**src/rtl/cept_map.vh**
```
// Register map, field positions and reset values of the cascaded event/PWM timer.
`ifndef CEPT_MAP_VH
`define CEPT_MAP_VH

// ----------------------------------------------------------------------------
// Register word offsets (word addresses)
// ----------------------------------------------------------------------------
`define CEPT_ADDR_W          4
`define CEPT_OFS_LOWER_CTRL  4'h0
`define CEPT_OFS_UPPER_CTRL  4'h1
`define CEPT_OFS_CMP_LOW     4'h2
`define CEPT_OFS_CMP_HIGH    4'h3
`define CEPT_OFS_DUTY_LOW    4'h4
`define CEPT_OFS_DUTY_HIGH   4'h5
`define CEPT_OFS_COUNT       4'h6

// ----------------------------------------------------------------------------
// Upper control fields
// ----------------------------------------------------------------------------
`define CEPT_UC_MODE_LSB     0
`define CEPT_UC_MODE_MSB     2
`define CEPT_UC_RUN_BIT      3
`define CEPT_UC_PRESET_BIT   7
`define CEPT_MODE_EVENT      3'h1
`define CEPT_MODE_PWM        3'h2

// ----------------------------------------------------------------------------
// Lower control fields
// ----------------------------------------------------------------------------
`define CEPT_LC_SRC_LSB      4
`define CEPT_LC_SRC_MSB      6
`define CEPT_LC_TAP_BIT      0
`define CEPT_LC_SLOW_BIT     1

// ----------------------------------------------------------------------------
// Count source codes
// ----------------------------------------------------------------------------
`define CEPT_SRC_DIV11       3'h0
`define CEPT_SRC_DIV7        3'h1
`define CEPT_SRC_DIV5        3'h2
`define CEPT_SRC_DIV3        3'h3
`define CEPT_SRC_FS          3'h4
`define CEPT_SRC_DIV1        3'h5
`define CEPT_SRC_FC          3'h6
`define CEPT_SRC_EXT         3'h7

// ----------------------------------------------------------------------------
// Reset values and counter maximum
// ----------------------------------------------------------------------------
`define CEPT_RST_BYTE        8'h00
`define CEPT_RST_WORD        16'h0000
`define CEPT_CNT_MAX         16'hffff

`endif

```
**src/rtl/cept_timer.v**
```verilog
// Cascaded 16-bit event counter / PWM timer with Avalon-MM register slave.
//
// Design decisions made here: the address map and the Avalon-MM slave port.
`timescale 1ns/10ps
`include "cept_map.vh"

module cept_timer #(
    parameter FS_DIV = 1526
) (
    input  wire        i_clk,
    input  wire        i_reset,
    input  wire [3:0]  i_avs_address,
    input  wire        i_avs_read,
    input  wire        i_avs_write,
    input  wire [31:0] i_avs_writedata,
    input  wire [3:0]  i_avs_byteenable,
    output reg  [31:0] o_avs_readdata,
    output wire        o_avs_waitrequest,
    input  wire        i_ext_count_pin,
    output wire        o_pwm_out_pin,
    output wire        o_cascade_irq
);

    // ------------------------------------------------------------------------
    // Registers
    // ------------------------------------------------------------------------
    reg  [7:0]  lower_timer_control_ff;
    reg  [7:0]  upper_timer_control_ff;
    reg  [7:0]  compare_low_byte_ff;
    reg  [7:0]  compare_high_byte_ff;
    reg  [15:0] duty_buf_ff;
    reg  [15:0] duty_act_ff;
    reg         duty_pend_ff;
    reg  [15:0] count_ff;
    reg         output_toggle_ff;
    reg         irq_ff;
    reg         ack_ff;
    reg  [10:0] pre_ff;
    reg  [15:0] fs_cnt_ff;
    reg  [2:0]  fs_pre_ff;
    reg         fs_tick_ff;

    wire        ext_fall;
    wire        wr_en;
    wire        rd_en;
    wire [2:0]  mode;
    wire        upper_run_bit;
    wire        out_ff_preset;
    wire        is_event;
    wire        is_pwm;
    wire [15:0] compare_val;
    wire [2:0]  src_sel;
    wire        divider_tap_select;
    wire        slow_sel;
    reg         tick;
    wire        cmp_hit;
    wire        duty_hit;
    wire        ovf_hit;

    assign mode               = upper_timer_control_ff[`CEPT_UC_MODE_MSB:`CEPT_UC_MODE_LSB];
    assign upper_run_bit      = upper_timer_control_ff[`CEPT_UC_RUN_BIT];
    assign out_ff_preset      = upper_timer_control_ff[`CEPT_UC_PRESET_BIT];
    assign is_event           = (mode == `CEPT_MODE_EVENT);
    assign is_pwm             = (mode == `CEPT_MODE_PWM);
    assign compare_val        = {compare_high_byte_ff, compare_low_byte_ff};
    assign src_sel            = lower_timer_control_ff[`CEPT_LC_SRC_MSB:`CEPT_LC_SRC_LSB];
    assign divider_tap_select = lower_timer_control_ff[`CEPT_LC_TAP_BIT];
    assign slow_sel           = lower_timer_control_ff[`CEPT_LC_SLOW_BIT];

    // ------------------------------------------------------------------------
    // Avalon-MM slave: one wait state on every access.
    // ------------------------------------------------------------------------
    assign rd_en             = i_avs_read & ~ack_ff;
    // Writes land at the edge where waitrequest is low, together with the transfer.
    assign wr_en             = i_avs_write & ack_ff;
    assign o_avs_waitrequest = (i_avs_read | i_avs_write) & ~ack_ff;

    function [7:0] merge_byte;
        input [7:0] old_val;
        input [7:0] new_val;
        input       lane_en;
        begin
            merge_byte = lane_en ? new_val : old_val;
        end
    endfunction

    function wr_hit;
        input [3:0] addr;
        input [3:0] ofs;
        input       en;
        begin
            wr_hit = en & (addr == ofs);
        end
    endfunction

    always @(posedge i_clk or posedge i_reset) begin
        if (i_reset) begin
            ack_ff         <= 1'b0;
            o_avs_readdata <= 32'h00000000;
        end else begin
            ack_ff <= (i_avs_read | i_avs_write) & ~ack_ff;
            if (rd_en) begin
                case (i_avs_address)
                    `CEPT_OFS_LOWER_CTRL: o_avs_readdata <= {24'h000000, lower_timer_control_ff};
                    `CEPT_OFS_UPPER_CTRL: o_avs_readdata <= {24'h000000, upper_timer_control_ff};
                    `CEPT_OFS_CMP_LOW:    o_avs_readdata <= {24'h000000, compare_low_byte_ff};
                    `CEPT_OFS_CMP_HIGH:   o_avs_readdata <= {24'h000000, compare_high_byte_ff};
                    `CEPT_OFS_DUTY_LOW:   o_avs_readdata <= {24'h000000, duty_act_ff[7:0]};
                    `CEPT_OFS_DUTY_HIGH:  o_avs_readdata <= {24'h000000, duty_act_ff[15:8]};
                    `CEPT_OFS_COUNT:      o_avs_readdata <= {16'h0000, count_ff};
                    default:              o_avs_readdata <= 32'h00000000;
                endcase
            end
        end
    end

    // ------------------------------------------------------------------------
    // Prescaler and low-frequency clock enable
    // ------------------------------------------------------------------------
    always @(posedge i_clk or posedge i_reset) begin
        if (i_reset) begin
            pre_ff     <= 11'h000;
            fs_cnt_ff  <= `CEPT_RST_WORD;
            fs_pre_ff  <= 3'h0;
            fs_tick_ff <= 1'b0;
        end else begin
            pre_ff     <= pre_ff + 11'h001;
            fs_tick_ff <= 1'b0;
            if (fs_cnt_ff == FS_DIV[15:0] - 16'h0001) begin
                fs_cnt_ff  <= `CEPT_RST_WORD;
                fs_tick_ff <= 1'b1;
                fs_pre_ff  <= fs_pre_ff + 3'h1;
            end else begin
                fs_cnt_ff <= fs_cnt_ff + 16'h0001;
            end
        end
    end

    cept_edge_sync u_sync (
        .i_clk   (i_clk),
        .i_reset (i_reset),
        .i_pin   (i_ext_count_pin),
        .o_fall  (ext_fall)
    );

    // Count enable selection; outside event mode, slow operation forces fs/8 or fs.
    always @* begin
        tick = 1'b0;
        if (is_event) begin
            tick = ext_fall;
        end else if (slow_sel) begin
            if (src_sel == `CEPT_SRC_FS) begin
                tick = fs_tick_ff;
            end else begin
                tick = fs_tick_ff & (fs_pre_ff == 3'h7);
            end
        end else begin
            case (src_sel)
                `CEPT_SRC_DIV11: tick = divider_tap_select ? (fs_tick_ff & (fs_pre_ff == 3'h7))
                                                           : (pre_ff == 11'h7ff);
                `CEPT_SRC_DIV7:  tick = (pre_ff[6:0] == 7'h7f);
                `CEPT_SRC_DIV5:  tick = (pre_ff[4:0] == 5'h1f);
                `CEPT_SRC_DIV3:  tick = (pre_ff[2:0] == 3'h7);
                `CEPT_SRC_FS:    tick = fs_tick_ff;
                `CEPT_SRC_DIV1:  tick = pre_ff[0];
                `CEPT_SRC_FC:    tick = 1'b1;
                `CEPT_SRC_EXT:   tick = ext_fall;
                default:         tick = 1'b0;
            endcase
        end
    end

    assign cmp_hit  = is_event & upper_run_bit & tick & (count_ff == compare_val);
    assign duty_hit = is_pwm & upper_run_bit & tick & (count_ff == duty_act_ff);
    assign ovf_hit  = is_pwm & upper_run_bit & tick & (count_ff == `CEPT_CNT_MAX);

    // ------------------------------------------------------------------------
    // Control, compare and duty registers
    // ------------------------------------------------------------------------
    always @(posedge i_clk or posedge i_reset) begin
        if (i_reset) begin
            lower_timer_control_ff <= `CEPT_RST_BYTE;
            upper_timer_control_ff <= `CEPT_RST_BYTE;
            compare_low_byte_ff    <= `CEPT_RST_BYTE;
            compare_high_byte_ff   <= `CEPT_RST_BYTE;
            duty_buf_ff            <= `CEPT_RST_WORD;
            duty_act_ff            <= `CEPT_RST_WORD;
            duty_pend_ff           <= 1'b0;
        end else begin
            if (wr_hit(i_avs_address, `CEPT_OFS_LOWER_CTRL, wr_en)) begin
                lower_timer_control_ff <= merge_byte(lower_timer_control_ff, i_avs_writedata[7:0],
                                                     i_avs_byteenable[0]);
            end
            if (wr_hit(i_avs_address, `CEPT_OFS_UPPER_CTRL, wr_en)) begin
                upper_timer_control_ff <= merge_byte(upper_timer_control_ff, i_avs_writedata[7:0],
                                                     i_avs_byteenable[0]);
            end
            if (wr_hit(i_avs_address, `CEPT_OFS_CMP_LOW, wr_en)) begin
                compare_low_byte_ff <= merge_byte(compare_low_byte_ff, i_avs_writedata[7:0],
                                                  i_avs_byteenable[0]);
            end
            if (wr_hit(i_avs_address, `CEPT_OFS_CMP_HIGH, wr_en)) begin
                compare_high_byte_ff <= merge_byte(compare_high_byte_ff, i_avs_writedata[7:0],
                                                   i_avs_byteenable[0]);
            end
            if (wr_hit(i_avs_address, `CEPT_OFS_DUTY_LOW, wr_en)) begin
                duty_buf_ff[7:0] <= merge_byte(duty_buf_ff[7:0], i_avs_writedata[7:0], i_avs_byteenable[0]);
            end
            // High byte completes the pair; the transfer is immediate when stopped, deferred to overflow when running.
            if (wr_hit(i_avs_address, `CEPT_OFS_DUTY_HIGH, wr_en)) begin
                if (upper_run_bit) begin
                    duty_buf_ff[15:8] <= merge_byte(duty_buf_ff[15:8], i_avs_writedata[7:0],
                                                    i_avs_byteenable[0]);
                    duty_pend_ff      <= 1'b1;
                end else begin
                    duty_act_ff <= {merge_byte(duty_buf_ff[15:8], i_avs_writedata[7:0], i_avs_byteenable[0]),
                                    duty_buf_ff[7:0]};
                    duty_buf_ff[15:8] <= merge_byte(duty_buf_ff[15:8], i_avs_writedata[7:0],
                                                    i_avs_byteenable[0]);
                    duty_pend_ff      <= 1'b0;
                end
            end else if (ovf_hit & duty_pend_ff) begin
                duty_act_ff  <= duty_buf_ff;
                duty_pend_ff <= 1'b0;
            end
        end
    end

    // ------------------------------------------------------------------------
    // Counter, output flip-flop and cascade interrupt
    // ------------------------------------------------------------------------
    always @(posedge i_clk or posedge i_reset) begin
        if (i_reset) begin
            count_ff         <= `CEPT_RST_WORD;
            output_toggle_ff <= 1'b0;
            irq_ff           <= 1'b0;
        end else begin
            irq_ff <= cmp_hit | ovf_hit;
            if (!upper_run_bit) begin
                count_ff <= `CEPT_RST_WORD;
                // Stopped: flip-flop follows preset, pin held otherwise.
                if (wr_hit(i_avs_address, `CEPT_OFS_UPPER_CTRL, wr_en) & i_avs_byteenable[0] &
                    ~i_avs_writedata[`CEPT_UC_RUN_BIT]) begin
                    output_toggle_ff <= i_avs_writedata[`CEPT_UC_PRESET_BIT];
                end
            end else if (tick) begin
                if (cmp_hit) begin
                    count_ff <= `CEPT_RST_WORD;
                end else if (ovf_hit) begin
                    count_ff         <= `CEPT_RST_WORD;
                    output_toggle_ff <= ~output_toggle_ff;
                end else begin
                    count_ff <= count_ff + 16'h0001;
                    if (duty_hit) begin
                        output_toggle_ff <= ~output_toggle_ff;
                    end
                end
            end
        end
    end

    assign o_pwm_out_pin = ~output_toggle_ff;
    assign o_cascade_irq = irq_ff;

endmodule

```
**src/rtl/cept_edge_sync.v**
```verilog
// Synchroniser and falling-edge detector for the external count pin.
`timescale 1ns/10ps

module cept_edge_sync (
    input  wire i_clk,
    input  wire i_reset,
    input  wire i_pin,
    output wire o_fall
);

    // ------------------------------------------------------------------------
    // Two-stage synchroniser, third stage for edge detection.
    // ------------------------------------------------------------------------
    reg meta_ff;
    reg sync_ff;
    reg prev_ff;

    always @(posedge i_clk or posedge i_reset) begin
        if (i_reset) begin
            meta_ff <= 1'b1;
            sync_ff <= 1'b1;
            prev_ff <= 1'b1;
        end else begin
            meta_ff <= i_pin;
            sync_ff <= meta_ff;
            prev_ff <= sync_ff;
        end
    end

    assign o_fall = prev_ff & ~sync_ff;

endmodule

```
**config.mk**
```make
export PLATFORM = sky130hd
export DESIGN_NAME = cept_timer
export DESIGN_NICKNAME = d
export VERILOG_FILES = /design/src/rtl/cept_timer.v /design/src/rtl/cept_edge_sync.v
export VERILOG_INCLUDE_DIRS = /design/src /design/src/rtl
export SDC_FILE = /design/constraint.sdc
export NUM_CORES = 1
export LEC_CHECK = 0
export BUFFER_PORTS_ARGS = -buffer_cell sky130_fd_sc_hd__buf_2
export CORE_MARGIN = 5
export CORE_UTILIZATION = 50
export DETAILED_ROUTE_END_ITERATION = 10
export PLACE_DENSITY = 0.7
export SLEW_MARGIN = 30
export SYNTH_ARGS = -nofsm -noshare
export SYNTH_HDL_FRONTEND = slang
export SYNTH_SLANG_ARGS = --single-unit
```
**constraint.sdc**
```tcl
create_clock -name i_clk -period 8.39 [get_ports i_clk]
set_clock_uncertainty 0.15 [all_clocks]
set_input_delay 1.678 -clock i_clk [delete_from_list [all_inputs] [get_ports i_clk]]
set_output_delay 1.678 -clock i_clk [all_outputs]
set_load 0.02 [all_outputs]
```
### Yosys cells after proc, flatten, opt, wreduce, memory -nomap -nowiden

Index checks and enable logic that the tools add are counted.
W data, S select, Z words.

| storage, ports and cells | value |
|---|---|
| flip-flop bits (word level) | 150 |
| bits of input ports | 45 |
| output and inout port bits | 35 |
| word-level logic and storage cells | 115 |

| operators by class | value |
|---|---|
| $add $sub $neg | 4 |
| equal/unequal tests | 28 |
| mux-type cells | 25 |
| bitwise gates (word level) | 27 |
| reduce and logical (&&, ||, !) cells | 11 |

Operator list:

| cell | count |
|---|---|
| $mux W16 | 8 |
| $pmux W16 S7 | 1 |
| $add A16 B1 Y16 const B | 2 |
| $eq A16 B16 Y1 | 2 |
| $and A1 B1 Y1 | 21 |
| $eq A3 B3 Y1 const B | 6 |
| $eq A16 B11 Y1 const B | 1 |
| $eq A16 B16 Y1 const B | 1 |
| $mux W1 | 14 |
| $eq A4 B3 Y1 const B | 3 |
| $reduce_and A2 Y1 | 6 |
| $add A11 B1 Y11 const B | 1 |
| $eq A11 B11 Y1 const B | 1 |
| $eq A3 B2 Y1 const B | 3 |
| $eq A4 B2 Y1 const B | 2 |
| $mux W8 | 1 |
| $pmux W1 S8 | 1 |
| $eq A7 B7 Y1 const B | 1 |
| $eq A3 B1 Y1 const B | 2 |
| $eq A5 B5 Y1 const B | 1 |
| $eq A4 B1 Y1 const B | 1 |
| $logic_not A4 Y1 | 1 |
| $ne A2 B2 Y1 const B | 2 |
| $not A1 Y1 | 4 |
| other kinds (7) | 9 |

### Logic depth before layout (Yosys ltp)

Gate-level depths: netlist of the first run.

| logic depth | value |
|---|---|
| depth in word-level cells | 13 |
| gate-level depth with buffers | 10 |
| depth with buffers taken out | 8 |

### Modules after synthesis

Synthesis of the first run repeated with hierarchy kept, for this count alone.

| second synthesis, totals | value |
|---|---|
| cell total of the unflattened synthesis | 620 |
| area, all modules | 6,814.0 um^2 |

By module, submodules not included:

| module | times used | cells each | area an instance (um^2) | sequential area each (um^2) |
|---|---|---|---|---|
| cept_timer | 1 | 615 | 6,717.7 | 3,278.1 |
| cept_edge_sync | 1 | 5 | 96.3 | 78.8 |

### Worst setup path before layout of the first run

Ideal clock, no wire load.

| path | value |
|---|---|
| kind | input port to output port |
| start point | input port i_avs_write |
| end point | output port o_avs_waitrequest |
| arrival time | 2.008 ns |
| data required time | 6.562 ns |
| path slack | 4.554 ns |
| stages | 2 |
| path buffers | 0 |
| path through | nor2_1 nor2_1 |

| between the ends | value |
|---|---|
| word-level cells in the longest chain between the ends | 2 |

RTL lines:

| item | RTL line | source |
|---|---|---|
| start: declaration | cept_timer.v:14 | `input wire i_avs_write,` |
| $or A1 B1 Y1 | cept_timer.v:76 | `assign o_avs_waitrequest = (i_avs_read \| i_avs_write) & ~ack_ff;` |
| $and A1 B1 Y1 | cept_timer.v:76 |  |
| end: declaration | cept_timer.v:18 | `output wire o_avs_waitrequest,` |

Every way passes these cells.

### Worst setup path in the final report of the first run

Same ends and word-level chain as after synthesis.

==> impl_metrics.py, run 1 <==
metrics = {
    "run_status": {
        "status": "finished, final reports clean",
    },
    "clock_tree": {
        "tritoncts": "done",
        "clock-root-buffer": "clkbuf_16",
        "cts_made_buffers": 17,
        "cts_max_level": 4,
        "postCtsHoldBufs": 0,
        "clk_latency_ps": 420,
        "cts_setup_buffers": 0,
        "cts.clk_slew.worst_paths_ps": 50,
        "cts_num_sinks": 134,
        "postCtsResizedCells": 0,
        "cts_buffer_depth": 2,
    },
    "synthesis": {
        "synth_top_family_by_area": "simple AND/OR/NAND/NOR gates",
        "yosysWarnings": 0,
        "postSynthCellCount": 638,
        "async_flop_share": 1.00,
        "ys_types": 57,
        "post_synth_mux_area_share": 0.126,
        "ys.flop_type": "dfrtp_1",
        "yosys.area.top_type": "dfrtp_1",
        "synth-simple-area-share": 0.155,
        "syn_area_um2": 6900,
        "synthAdderAreaFrac": 0.0145,
        "synth_seq_area_share": 0.486,
        "synth_edf_count": 0,
        "yosys-top-cells-area": "dfrtp_1 47%, mux2_2 10%, xnor2_1 3.7%",
        "synth-compound-area-share": 0.101,
        "synth_xor_xnor_area_share": 0.0685,
        "synth-seq-cells": 134,
        "syn_area_per_cell_um2": 10.8,
        "synth_top_area_share": 0.475,
    },
    "critical_path": {
        "reg2reg_depth": 7,
        "crit_fanout": 3,
        "slowest_delay_ps": 190,
        "arrival_ps": 2130,
        "critPathLaunchType": "input pin",
        "end_kind": "primary output",
        "crit_type": "input pin to primary output",
        "cp_slowest_cell": "buf_2",
        "crit_chain": "buf_2 > nor2_1 > nor2_1 > buf_2",
        "cp.required_ps": 6560,
    },
    "layout": {
        "final_cell_mix": "131 x dfrtp_1, 62 x mux2_2, 59 x nand2_1",
        "areaGrowthSynthToFinish_pct": 11.5,
        "final_common_cell": "dfrtp_1",
        "register_area_um2": 3360,
        "multiInputGateArea_um2": 3280,
        "fillers": 1142,
        "antenna_cells": 0,
        "drive_gt1_frac": 0.231,
        "fin_nets": 708,
    },
    "pwr": {
        "swShare": 0.267,
        "p_sw_mw": 0.455,
        "p_clk_frac": 0.427,
        "p_int_mw": 1.25,
        "seqPwrFrac": 0.441,
        "vdd_drop_max_mv": 0.162,
        "p_leak_nw": 3.51,
        "p_per_area_nw_per_um2": 221,
        "share_comb_of_total_power": 0.132,
    },
    "placed_design": {
        "gp_congestion": 0.942,
        "hpwl_um": 11400,
        "io_buffer_count": 36,
    },
    "drt": {
        "routedWlPerCell_um": 19.5,
        "drt-vias-per-instance": 5.91,
        "antenna_left": 0,
        "vias": 5009,
        "drtIter0Drc": 392,
        "route.detailed.drc": 0,
        "routed_wl_um": 16500,
        "drt_first_pass_iters": 5,
    },
    "run": {
        "maxCapViolCount": 0,
    },
    "floorplanning": {
        "dieArea_um2": 16300,
        "io_pins": 80,
        "die_h_um": 127,
        "core_area_um2": 13700,
        "row_count": 43,
        "die_x_um": 127,
        "start_util": 0.503,
    },
    "timing": {
        "worst_hold_slack_ps": 202,
        "setup_tns_ps": 0,
        "relSlewSlack": 0.428,
        "finalCritPeriodShare": 0.472,
        "maxSlewViolCount": 0,
        "hold_viol": 0,
        "finalCriticalPeriod_ps": 3960,
        "timing.fmax_ghz": 0.253,
        "tightest_slew_ps": 858,
        "setup_viol": 0,
        "rsz0062_at_grt": "no",
    },
    "grt": {
        "grt_max_degree": 70,
        "grt_pass1_wl_um": 26900,
        "antenna_found_initial": 0,
        "overflow": 0,
        "grt_usage": 0.214,
        "grt_pass1_vias": 5042,
    },
    "hold_path": {
        "min_path_type": "flip-flop to flip-flop",
        "hold_depth": 0,
    },
}
-- flip-flops by register name, indices dropped and copies added, names as in the netlist --
| name | cells |
|---|---|
| ack_ff | 1 |
| fs_pre_ff | 3 |
| o_avs_readdata | 16 |
| output_toggle_ff | 1 |
| fs_cnt_ff | 16 |
| upper_timer_control_ff | 8 |
| o_cascade_irq | 1 |
| count_ff | 16 |
| duty_act_ff | 16 |
| duty_buf_ff | 16 |
| lower_timer_control_ff | 8 |
| fs_tick_ff | 1 |
| compare_low_byte_ff | 8 |
| u_sync.prev_ff | 1 |
| u_sync.sync_ff | 1 |
| pre_ff | 11 |
| duty_pend_ff | 1 |
| compare_high_byte_ff | 8 |
| u_sync.meta_ff | 1 |
-- critical path, delay by kind of cell --
kind | cells | cell delay (ps)
simple gates | 2 | 160
buf+inv | 2 | 290
-- per-stage QoR --
stage / worst slack [ps] / util / std cells / power, mW / cell area [µm²]
6_report: 4430 / 0.561 / 848 / 1.70 / 7690
5_1_grt: 4410 / 0.561 / 848 / 1.78 / 7690
4_1_cts: 4440 / 0.560 / 848 / 1.71 / 7680
3_5_place_dp: 4230 / 0.517 / 816 / 0.981 / 7100
3_3_place_gp: 4070 / 0.517 / 815 / 0.972 / 7090
2_1_floorplan: 2980 / - / 653 / 0.926 / 6960
-- worst paths after layout --
path | end | slack (ps) | start
setup / recovery | o_avs_waitrequest | 4430 | i_avs_write
hold / removal | u_sync.sync_ff | 200 | u_sync.meta_ff
setup reg to reg | duty_act_ff[12] | 5260 | count_ff[1]
hold reg to reg | u_sync.sync_ff | 200 | u_sync.meta_ff
max in group asynchronous | count_ff[8] | 5900 | i_reset
min in group asynchronous | duty_buf_ff[10] | 1190 | i_reset
-- per-layer routing --
| layer | vias up | wire length, µm | global-route usage |
|---|---|---|---|
| li1 | 2292 | - | - |
| met4 | 0 | 272 | 0.0618 |
| met5 | - | 0 | 0 |
| met3 | 21 | 1030 | 0.0581 |
| met2 | 169 | 8170 | 0.346 |
| met1 | 2527 | 7030 | 0.283 |
-- power groups by stage --
| stage | sequential, mW | combinational (mW) | clock (mW) |
|---|---|---|---|
| after floorplan | 0.730 | 0.196 | 0 |
| after global placement | 0.758 | 0.214 | 0 |
| after detailed placement | 0.761 | 0.221 | 0 |
| after CTS | 0.750 | 0.222 | 0.741 |
| after global routing | 0.757 | 0.251 | 0.773 |
| final | 0.751 | 0.224 | 0.728 |
-- cells in the mapped netlist (3+ instances only) --
master    count
a21oi_1      11
a222oi_1      4
a22o_1       11
a22oi_1       9
a31oi_1       7
a32oi_1       6
and2_0        4
and2_1       10
and3_1       14
buf_2        13
buf_4        16
clkbuf_1     24
dfrtp_1     131
dfstp_2       3
ha_1          8
inv_1         8
mux2_2       62
mux2_4       10
nand2_1      59
nand2b_1      7
nand3_1      22
nand3b_1      4
nand4_1      15
nor2_1       27
nor2b_1       6
nor3_1        8
nor3b_1       5
nor4_1        6
o21ai_0      22
o22ai_1       6
o32ai_1       4
o41ai_1       4
or2_2         3
or3_1         8
xnor2_1      29
xor2_1       25
-- kinds of logic after synthesis --
family / count (synthesis)
flip-flops: 134
AO/OA/AOI/OAI: 97
AND/OR/NAND/NOR: 205
buffers and inverters: 65
multiplexers: 74
other: 1
XOR/XNOR: 54
adder cells (fa/ha/maj): 8
-- cell type report --
cell class | count | share of cell area
multi-input cells | 454 | 0.426
clock inverters | 7 | 0.0125
inverters | 8 | 0.00455
repair buffers | 40 | 0.0283
flip-flops and latches | 134 | 0.436
well taps | 180 | 0.0293
clock buffers | 25 | 0.0631
(Power assumes the default switching activity.)
==> run 2, diff against run 1 <==
clock period = 4.1 ns   (was 8.39 ns; I/O delays follow)
==> impl_metrics.py, run 2 (same netlist as run 1, synthesis figures left out) <==
metrics = {
    "critical_path": {
        "critPathLaunchType": "flip-flop",
        "r2r_slack_ps": 910,
        "arrival_ps": 3320,
        "crit_fanout": 16,
        "reg2reg_depth": 8,
        "end_kind": "flip-flop",
        "crit_type": "flip-flop to flip-flop",
        "cp.required_ps": 4230,
    },
    "floorplanning": {
        "die_h_um": 127,
        "io_pins": 80,
        "row_count": 43,
        "die_x_um": 127,
        "start_util": 0.503,
        "dieArea_um2": 16300,
        "core_area_um2": 13700,
    },
    "placed_design": {
        "hpwl_um": 11800,
        "io_buffer_count": 36,
        "gp_congestion": 0.907,
        "place_area_um2": 7140,
    },
    "grt": {
        "overflow": 0,
        "antenna_found_initial": 0,
        "grt_pass1_vias": 5085,
        "grt_max_degree": 58,
        "grt_usage": 0.215,
        "grt_pass1_wl_um": 27200,
    },
    "hold_path": {
        "hold_depth": 0,
        "min_path_type": "flip-flop to flip-flop",
    },
    "timing": {
        "relSlewSlack": 0.457,
        "timing.fmax_ghz": 0.313,
        "finalCriticalPeriod_ps": 3190,
        "setup_tns_ps": 0,
        "tightest_slew_ps": 814,
        "setup_viol": 0,
        "maxSlewViolCount": 0,
        "finalCritPeriodShare": 0.779,
        "hold_viol": 0,
        "rsz0062_at_grt": "no",
    },
    "drt": {
        "drtIter0Drc": 402,
        "routedWlPerCell_um": 19.5,
        "antenna_left": 0,
        "route.detailed.drc": 0,
        "vias": 5033,
        "drt-vias-per-instance": 5.90,
        "routed_wl_um": 16600,
        "drt_first_pass_iters": 6,
    },
    "clock_tree": {
        "cts_buffer_depth": 2,
        "cts.clk_slew.worst_paths_ps": 60,
        "tritoncts": "done",
        "cts_num_sinks": 134,
        "cts_setup_buffers": 0,
        "clock-root-buffer": "clkbuf_16",
        "cts_max_level": 4,
        "cts_made_buffers": 17,
        "postCtsHoldBufs": 0,
        "postCtsResizedCells": 0,
        "clk_latency_ps": 430,
    },
    "layout": {
        "stdcell_area_um2": 7740,
        "antenna_cells": 0,
        "final_common_cell": "dfrtp_1",
        "fin_nets": 713,
        "drive_gt1_frac": 0.244,
        "register_area_um2": 3360,
        "final_util": 0.564,
        "fillers": 1160,
        "areaGrowthSynthToFinish_pct": 12.2,
        "multiInputGateArea_um2": 3280,
        "final_cell_mix": "131 x dfrtp_1, 62 x mux2_2, 59 x nand2_1",
    },
    "pwr": {
        "vdd_drop_max_mv": 0.322,
        "p_per_area_nw_per_um2": 458,
        "totalPowerFinal_mw": 3.54,
        "p_leak_nw": 3.54,
    },
    "run_status": {
        "status": "finished, final reports clean",
    },
    "run": {
        "maxCapViolCount": 0,
    },
}
-- run 2: cell types whose count changed in the layout (fill, tap and decap cells not counted), sizes merged --
cell,before,now
inv,8,14
clkinvlp,3,4
buf,40,45
clkbuf,25,17
clkinv,2,3
-- run 2: worst paths after layout --
check,from,end
worst max register to register,pre_ff[0],count_ff[2]
worst min register to register,u_sync.meta_ff,u_sync.sync_ff
min in group asynchronous,i_reset,pre_ff[7]
worst min-delay path,u_sync.meta_ff,u_sync.sync_ff
max in group asynchronous,i_reset,u_sync.prev_ff
worst max-delay path,pre_ff[0],count_ff[2]
-- run 2: stage by stage --
step           std cells  hold WS [ps]  setup WS [ps]
3_5_place_dp         821           198            967
2_1_floorplan        653           195           1450
4_1_cts              853           207            935
6_report             853           206            906
3_3_place_gp         821           196           1040
5_1_grt              853           212            701
-- run 2: layer usage --
| layer | global-route usage | routed length [µm] | share of wire |
|---|---|---|---|
| met1 | 0.292 | 7330 | 0.44 |
| met2 | 0.329 | 7640 | 0.46 |
| met3 | 0.0548 | 1120 | 0.068 |
| met4 | 0.0871 | 528 | 0.032 |
| met5 | 0 | 0 | 0 |
-- run 2: final cells by class --
| type | count | area share |
|---|---|---|
| Sequential cell | 134 | 0.434 |
| Tap cell | 180 | 0.0291 |
| Timing Repair Buffer | 45 | 0.0336 |
| Clock buffer | 17 | 0.0549 |
| Multi-Input combinational cell | 454 | 0.423 |
| Inverter | 8 | 0.00436 |
| Clock inverter | 15 | 0.0213 |
-- run 2: worst max-delay path: stages (launching register included) --
cell      delay (ps)
dfrtp_1          440
ha_1             270
and3_1           160
ha_1             170
or3_1            300
a32o_1           300
a21oi_2          400
nand2b_1         630
o21ai_0          200
-- run 2: where the power goes --
part / internal [mW] / total [mW] / switching, mW
Clock: 0.907 / 1.53 / 0.623
Sequential: 1.42 / 1.53 / 0.111
Combinational: 0.202 / 0.485 / 0.283
